--- src/hw/psb_pkg.sv ---
/*
 * constants, types and state encoding of the phase shifted bridge
 * output sequencer. assumes one 100 MHz clock and a synchronous reset
 * that the supply lockout also drives.
 */
// Notes on behaviour
// - a toggle flip-flop swaps the conducting diagonal pair each oscillator cycle.
// - each bridge drive is active only every other oscillator cycle, so at half its rate.
// - each bridge drive is on for a little under half its period, trimmed by the sense waits.
// - the phase comparator sets how long both switches of a diagonal pair overlap.
// - the first power pulse drives passive high, active low and rectifier f, the rest off.
// - when the first power pulse ends, active low drops and rectifier e comes on.
// - the conducting active leg drive drops when the phase comparator trips.
// - after active low drops, active high waits until the active leg reaches the input rail.
// - in freewheel both rectifier drives are on together with both high side drives in phase 0, or both low side drives in phase 1.
// - freewheel ends with passive high and rectifier f dropping.
// - the conducting passive drive drops at the oscillator clock that toggles the flip-flop.
// - after passive high drops, passive low waits until the passive leg nears ground.
// - the second power pulse ends with active high dropping, a mirrored transition.
// - a leg that never commutates is forced on after a bounded wait.
// - with the bus sense tied to the reference, the sense waits are skipped.
package psb_pkg;

    localparam int   CLK_PERIOD_NS       = 10;
    // longest wait for a leg to commutate before forcing
    localparam int   COMMUTATE_LIMIT_NS  = 500;
    localparam int   COMMUTATE_LIMIT_CYC = COMMUTATE_LIMIT_NS / CLK_PERIOD_NS;
    localparam int   SYNC_WIDTH          = 5;
    localparam logic PHASE_RESET         = 1'b0;

    typedef enum {
        ST_PULSE,
        ST_ACT_TRANS,
        ST_FREEWHEEL,
        ST_PAS_TRANS
    } seq_state_t;

    typedef struct packed {
        logic passive_high_drive;
        logic passive_low_drive;
        logic active_high_drive;
        logic active_low_drive;
        logic rectifier_drive_e;
        logic rectifier_drive_f;
    } bridge_drive_t;

    localparam bridge_drive_t DRIVE_RESET = 6'h00;

endpackage

--- src/hw/phase_shift_bridge_sequencer.sv ---
/*
 * output sequencer of a phase shifted full bridge: four bridge drives and
 * two rectifier drives stepped through pulse, active transition, freewheel
 * and passive transition. assumes every input but clock and reset is an asynchronous pin and
 * the external gate drivers follow the drive levels.
 */
`timescale 1ns/1ns

module phase_shift_bridge_sequencer
    import psb_pkg::*;
#(
    parameter int COMMUTATE_CYC = COMMUTATE_LIMIT_CYC
) (
    // clock and reset
    input  wire logic          clk_i,
    input  wire logic          rst_i,
    // analog outcomes, asynchronous
    input  wire logic          osc_clock_i,
    input  wire logic          phase_cmp_i,
    input  wire logic          active_leg_sense_i,
    input  wire logic          passive_leg_sense_i,
    input  wire logic          bus_voltage_sense_tied_i,
    // gate driver side
    output bridge_drive_t      drive_o,
    output logic               phase_o
);

    localparam int CW = $clog2(COMMUTATE_CYC + 1);
    localparam int A_WAIT_MAX = COMMUTATE_CYC + 2;

    logic [SYNC_WIDTH-1:0] sync1_q;
    logic [SYNC_WIDTH-1:0] sync2_q;
    logic [SYNC_WIDTH-1:0] pins;
    logic                  osc_prev_q;
    logic                  cmp_prev_q;
    logic                  osc_rise;
    logic                  cmp_rise;
    logic                  act_sense;
    logic                  pas_sense;
    logic                  zero_mode;
    seq_state_t            state_q;
    seq_state_t            state_d;
    logic                  phase_q;
    logic                  phase_d;
    logic                  osc_pend_q;
    logic                  osc_go;
    logic [CW-1:0]         wait_cnt_q;
    logic                  timeout;
    logic                  act_ok;
    logic                  pas_ok;
    bridge_drive_t         drive_q;

    assign pins = {bus_voltage_sense_tied_i, passive_leg_sense_i,
                   active_leg_sense_i, phase_cmp_i, osc_clock_i};

    // two flops per pin before any logic looks at it
    generate
        for (genvar i = 0; i < SYNC_WIDTH; i++) begin : g_sync
            always_ff @(posedge clk_i) begin
                if (rst_i) begin
                    sync1_q[i] <= 1'b0;
                    sync2_q[i] <= 1'b0;
                end else begin
                    sync1_q[i] <= pins[i];
                    sync2_q[i] <= sync1_q[i];
                end
            end
        end
    endgenerate

    // edge history for clock and comparator events
    always_ff @(posedge clk_i) begin
        if (rst_i) begin
            osc_prev_q <= 1'b0;
            cmp_prev_q <= 1'b0;
        end else begin
            osc_prev_q <= sync2_q[0];
            cmp_prev_q <= sync2_q[1];
        end
    end

    assign osc_rise  = sync2_q[0] & ~osc_prev_q;
    assign cmp_rise  = sync2_q[1] & ~cmp_prev_q;
    assign act_sense = sync2_q[2];
    assign pas_sense = sync2_q[3];
    assign zero_mode = sync2_q[4];

    // a clock that lands in pulse or active transition is held until freewheel; one in passive transition is dropped
    always_ff @(posedge clk_i) begin
        if (rst_i) begin
            osc_pend_q <= 1'b0;
        end else if (osc_rise && (state_q == ST_PULSE || state_q == ST_ACT_TRANS)) begin
            osc_pend_q <= 1'b1;
        end else if (state_q == ST_FREEWHEEL) begin
            osc_pend_q <= 1'b0;
        end
    end

    assign osc_go = osc_rise | osc_pend_q;

    // commutation watchdog, runs only while a leg is slewing
    always_ff @(posedge clk_i) begin
        if (rst_i || state_d != state_q) begin
            wait_cnt_q <= '0;
        end else if (state_q == ST_ACT_TRANS || state_q == ST_PAS_TRANS) begin
            wait_cnt_q <= wait_cnt_q + CW'(1);
        end
    end

    assign timeout = (wait_cnt_q == CW'(COMMUTATE_CYC - 1));

    // leg target level flips with the phase: rising when phase is 0 for
    // the active leg; the passive leg is judged after the toggle
    assign act_ok = zero_mode | timeout | (act_sense == ~phase_q);
    assign pas_ok = zero_mode | timeout | (pas_sense == ~phase_q);

    // sequence steps
    always_comb begin
        state_d = state_q;
        phase_d = phase_q;
        unique case (state_q)
            ST_PULSE: begin
                if (cmp_rise) begin
                    state_d = ST_ACT_TRANS;
                end
            end
            ST_ACT_TRANS: begin
                if (act_ok) begin
                    state_d = ST_FREEWHEEL;
                end
            end
            ST_FREEWHEEL: begin
                if (osc_go) begin
                    state_d = ST_PAS_TRANS;
                    phase_d = ~phase_q;
                end
            end
            ST_PAS_TRANS: begin
                if (pas_ok) begin
                    state_d = ST_PULSE;
                end
            end
        endcase
    end

    // state and toggle flip-flop
    always_ff @(posedge clk_i) begin
        if (rst_i) begin
            state_q <= ST_PAS_TRANS;
            phase_q <= PHASE_RESET;
        end else begin
            state_q <= state_d;
            phase_q <= phase_d;
        end
    end

    // drive pattern per step; phase 1 swaps high, low and rectifier roles
    function automatic bridge_drive_t drive_for(seq_state_t s, logic p);
        bridge_drive_t d;
        d = DRIVE_RESET;
        unique case (s)
            ST_PULSE: begin
                d.passive_high_drive = ~p;
                d.passive_low_drive  = p;
                d.active_low_drive   = ~p;
                d.active_high_drive  = p;
                d.rectifier_drive_f  = ~p;
                d.rectifier_drive_e  = p;
            end
            ST_ACT_TRANS: begin
                d.passive_high_drive = ~p;
                d.passive_low_drive  = p;
                d.rectifier_drive_e  = 1'b1;
                d.rectifier_drive_f  = 1'b1;
            end
            ST_FREEWHEEL: begin
                d.passive_high_drive = ~p;
                d.active_high_drive  = ~p;
                d.passive_low_drive  = p;
                d.active_low_drive   = p;
                d.rectifier_drive_e  = 1'b1;
                d.rectifier_drive_f  = 1'b1;
            end
            ST_PAS_TRANS: begin
                // p already toggled here
                d.active_high_drive  = p;
                d.active_low_drive   = ~p;
                d.rectifier_drive_e  = p;
                d.rectifier_drive_f  = ~p;
            end
        endcase
        return d;
    endfunction

    // registered drives track the state flops exactly except in reset, where they load DRIVE_RESET
    always_ff @(posedge clk_i) begin
        if (rst_i) begin
            drive_q <= DRIVE_RESET;
        end else begin
            drive_q <= drive_for(state_d, phase_d);
        end
    end

    assign drive_o = drive_q;
    assign phase_o = phase_q;

    a_reset_quiet: assert property (@(posedge clk_i)
        rst_i |=> (drive_o == DRIVE_RESET && !phase_o))
        else $error("drives not off after reset");

    a_toggle_at_clock: assert property (@(posedge clk_i) disable iff (rst_i)
        (phase_q != $past(phase_q)) |-> ($past(state_q) == ST_FREEWHEEL && $past(osc_go)))
        else $error("toggle moved outside freewheel clock");

    a_passive_on_phase: assert property (@(posedge clk_i) disable iff (rst_i)
        $rose(drive_o.passive_high_drive) |-> !phase_q ##1 !drive_o.passive_low_drive)
        else $error("passive high rose in wrong phase");

    a_pulse1_pattern: assert property (@(posedge clk_i) disable iff (rst_i)
        (state_q == ST_PULSE && !phase_q) |->
        (drive_o == bridge_drive_t'(6'h25)))
        else $error("first power pulse pattern wrong");

    a_pulse_end_cmp: assert property (@(posedge clk_i) disable iff (rst_i)
        (state_q == ST_PULSE && cmp_rise && !phase_q) |=>
        (!drive_o.active_low_drive && drive_o.rectifier_drive_e && drive_o.passive_high_drive))
        else $error("pulse did not end on comparator");

    a_freewheel_rects: assert property (@(posedge clk_i) disable iff (rst_i)
        (state_q == ST_FREEWHEEL) |->
        (drive_o.rectifier_drive_e && drive_o.rectifier_drive_f &&
         (phase_q ? (drive_o.passive_low_drive && drive_o.active_low_drive)
                  : (drive_o.passive_high_drive && drive_o.active_high_drive))))
        else $error("freewheel drives wrong");

    a_no_shoot_leg: assert property (@(posedge clk_i) disable iff (rst_i)
        !(drive_o.passive_high_drive && drive_o.passive_low_drive) &&
        !(drive_o.active_high_drive && drive_o.active_low_drive))
        else $error("leg shoot through");

    a_passive_off_clk: assert property (@(posedge clk_i) disable iff (rst_i)
        $fell(drive_o.passive_high_drive) |->
        ($past(osc_go) && !drive_o.rectifier_drive_f))
        else $error("passive high dropped without clock");

    a_act_sense_wait: assert property (@(posedge clk_i) disable iff (rst_i)
        (state_q == ST_ACT_TRANS && !phase_q && !act_sense && !zero_mode && !timeout) |=>
        !drive_o.active_high_drive)
        else $error("active high before leg rose");

    a_force_bound: assert property (@(posedge clk_i) disable iff (rst_i)
        $rose(state_q == ST_PAS_TRANS) |-> ##[1:A_WAIT_MAX] (state_q != ST_PAS_TRANS))
        else $error("passive transition never forced");

    a_zero_mode_skip: assert property (@(posedge clk_i) disable iff (rst_i)
        (zero_mode && state_q == ST_ACT_TRANS) |=> (state_q == ST_FREEWHEEL))
        else $error("zero delay mode waited");

endmodule

--- config.mk ---
export PLATFORM = sky130hd
export DESIGN_NAME = phase_shift_bridge_sequencer
export DESIGN_NICKNAME = d
export VERILOG_FILES = /design/src/hw/psb_pkg.sv /design/src/hw/phase_shift_bridge_sequencer.sv
export SDC_FILE = /design/constraint.sdc
export NUM_CORES = 1
export LEC_CHECK = 0
export ABC_AREA = 1
export ABC_CLOCK_PERIOD_IN_PS = 3040
export BUFFER_PORTS_ARGS = -buffer_cell sky130_fd_sc_hd__buf_4
export CORE_MARGIN = 2
export CORE_UTILIZATION = 55
export CTS_CLUSTER_DIAMETER = 200
export DETAILED_ROUTE_END_ITERATION = 10
export MAX_ROUTING_LAYER = met4
export PLACE_DENSITY = 0.73
export SLEW_MARGIN = 20
export SYNTH_ARGS = -nofsm -noshare
export SYNTH_HDL_FRONTEND = slang
export SYNTH_SLANG_ARGS = --single-unit
--- constraint.sdc ---
create_clock -name clk_i -period 3.04 [get_ports clk_i]
set_clock_uncertainty 0.2 [all_clocks]
set_input_delay 0 -clock clk_i [delete_from_list [all_inputs] [get_ports clk_i]]
set_output_delay 0 -clock clk_i [all_outputs]
set_load 0.01 [all_outputs]
==> out/qor.csv <==
metric,value,unit
CTS max path bufs,2,
CP startpoint kind,register,
RSZ-0062 raised after global routing,no,
Place WS,1.14,ns
placed inst area,2620,um^2
Post-CTS Resized,0,
CP arrival,1.99,ns
final global-route overflow total,0,
routability cong.,0.910,
Tot Pwr,2.27,mW
DR pass1 iterations,4,
Area Overhead vs Synth,19.5,%
"Async S/R FF share, synth",0,
initial antenna violation count,0,
placed insts,378,
main flop type after synthesis,dfxtp_1,
die area,5050,um^2
Max Fclk,505,MHz
sequential share of the synthesized area,0.469,
hold endpoint,sync2_q[0]$_SDFF_PP0_,
Yosys top cell area share,0.469,
CP Max Fanout,5,
worst skew pair latency,0.33,ns
diode count,0,
CP cell instances,"nor2_1, nand2_1, nor2_2, nand2_4, inv_6, nand2_2, nand3_2, inv_2, nand2_4, nand2_4, nand2_2, nand4_1, inv_1, nor2_2",
period utilisation layout,0.651,
CP dominant cell by count,nand2_4,
Syn. warnings,0,
root buffer cell,clkbuf_8,
setup TNS,0,ns
worst setup margin,1.06,ns
top post-synthesis cells by area,"dfxtp_1 (47%), nor2_1 (11%), nand2_1 (9.4%), inv_1 (5.5%), nand2_4 (2.7%)",
pwr dens,768,nW/um^2
Seq pwr share,0.371,
Post-Syn Area,2470,um^2
Final Hold Viols,0,
synthesized flop and latch total,58,
Synth Net Count,328,
Clock Sink Count,58,
Worst setup EP type,register,
num ports,14,
most frequent cell after synthesis,nor2_1,
Final setup viols,0,
R2R cell count,14,
XOR/XNOR share of the synthesized area,0.0283,
R2R Setup Slk,1.06,ns
largest net degree at the start of global routing,50,
CTS tree,built,
IO buf count,13,
VDD IR-drop max,0.537,mV
critical path class,register to register,
1st-iter DRT viols,131,
Hold Path Depth,2,
final instance area,2960,um^2
switching power,721,uW
total wire length,4380,um
Post-Layout Cell Count,405,
synthesized instance count,319,
Post-synth EDFFs,0,
Lkg Pwr,1.38,nW
drt wl/cell,10.8,um
Tmin final,1.98,ns
final core utilization,0.679,
Hold Crit Start,sync1_q[0]$_SDFF_PP0_,
Pint,1.55,mW
GR Util All Layers,0.206,
Worst slew margin,0.685,
"Distinct cells, synth",29,
FF-to-FF Start,state_q[20]$_SDFF_PP0_,
layout cells sized above 1,0.215,
most frequent cells after synthesis,"nor2_1 (72), nand2_1 (62), dfxtp_1 (58)",
combinational share of power,0.276,
number of buffers created by CTS,9,
Synth Area in Adders,0.0101,
Clk pwr share,0.353,
Compound-Gate Fraction of Synth Area,0.0142,
crit-path max cell delay,0.32,ns
Worst Path Required,3.05,ns
status,finished clean,
die height,71.1,um
Initial Utilization,0.568,
number of global-route vias before repair,1821,
Net Sw Frac,0.318,
Row Count,24,
worst hold margin,0.198,ns
Slew @ Worst Pin,0.473,ns
Max-Cap Viols,0,
Routed Antenna Nets,0,
syn avg cell area,7.76,um^2
routed via count,1937,
Die X,71.1,um
Nets,357,
Post-DP HPWL,2760,um
DRC,0,
mux contribution to synthesized area,0,
global-route wire length before repair,7780,um
r2r endpoint,drive_o[0]$_SDFF_PP0_,
worst hold path type,register to register,
vias per cell,4.78,
Clock transition at path regs,0.06,ns
Synth area leader,dfxtp_1,
CTS H-tree lvls,3,
post-synthesis simple-gate area fraction,0.398,
core area,4350,um^2
Final Max Slew Viols,0,
slowest cell on the critical path,dfxtp_1,
largest family of logic cells by synthesized area,simple AND/OR/NAND/NOR gates,
[repair_timing]
| item | in CTS | in global routing |
|---|---|---|
| endpoints found under the hold margin | 48 | 0 |
| setup endpoints to repair | 0 | 0 |
| hold buffers | 11 | 0 |
| buffers inserted | 0 | 0 |
[cell families (layout without fill, tap and decap cells)]
logic type,after synthesis,in the layout
AOI/OAI and AO/OA,7,7
xor gates and xnor gates,5,5
adders and majority gates,2,2
DFF,58,58
buffers and inverters,51,85
and+or+nand+nor,196,196
[area by class of cell]
cell class | count | area, um^2
inverter | 44 | 173
clock inverter | 4 | 73.8
multi-input combinational | 210 | 1110
timing repair buffer | 25 | 215
sequential | 58 | 1160
fill | 351 | 1400
tap | 52 | 65.1
clock buffer | 12 | 155
[state kept, by name, summed over array words and instances, names as in the netlist]
name,flops
pas_sense,1
drive_o,6
state_q,32
act_sense,1
zero_mode,1
osc_pend_q,1
sync2_q,2
sync1_q,5
phase_o,1
wait_cnt_q,6
cmp_prev_q,1
osc_prev_q,1
[metal layers]
metal | part of all wire | global-route usage | vias up
met2 | 0.46 | 0.303 | 36
met3 | 0.041 | 0.0541 | 7
met1 | 0.47 | 0.254 | 875
met5 | 0 | - | -
li1 | - | - | 1019
met4 | 0.018 | 0.124 | 0
[worst max path at each step]
stage	to	depth (start not counted)	start
2_1_floorplan	wait_cnt_q[5]$_SDFFE_PP0P_	12	state_q[7]$_SDFF_PP0_
5_1_grt	drive_o[0]$_SDFF_PP0_	12	state_q[14]$_SDFF_PP0_
3_3_place_gp	drive_o[0]$_SDFF_PP0_	14	state_q[20]$_SDFF_PP0_
6_report	drive_o[0]$_SDFF_PP0_	14	state_q[20]$_SDFF_PP0_
3_5_place_dp	drive_o[0]$_SDFF_PP0_	14	state_q[20]$_SDFF_PP0_
4_1_cts	drive_o[0]$_SDFF_PP0_	14	state_q[20]$_SDFF_PP0_
[cells in the final DEF (no fill, tap or decap), drive strengths merged, types with 7 or more instances in the layout]
cell	count
nor2	86
dlygate4sd3	11
nand2	77
inv	42
a21oi	7
clkbuf	12
dfxtp	58
nand3	17
buf	14
nor3	9
[worst max-delay path: cells and delay by family (launching register included)]
kind,cells,cell delay (ns)
buf+inv,3,0.26
flops,1,0.32
simple gates,11,1.07
[power by group through the flow]
stage | logic [mW] | clock network (mW) | registers, mW
6_report | 0.626 | 0.801 | 0.843
5_1_grt | 0.701 | 0.843 | 0.849
4_1_cts | 0.616 | 0.811 | 0.843
3_5_place_dp | 0.593 | 0 | 0.858
3_3_place_gp | 0.585 | 0 | 0.860
2_1_floorplan | 0.466 | 0 | 0.866
No activity file was read; power rests on OpenSTA's default activity.
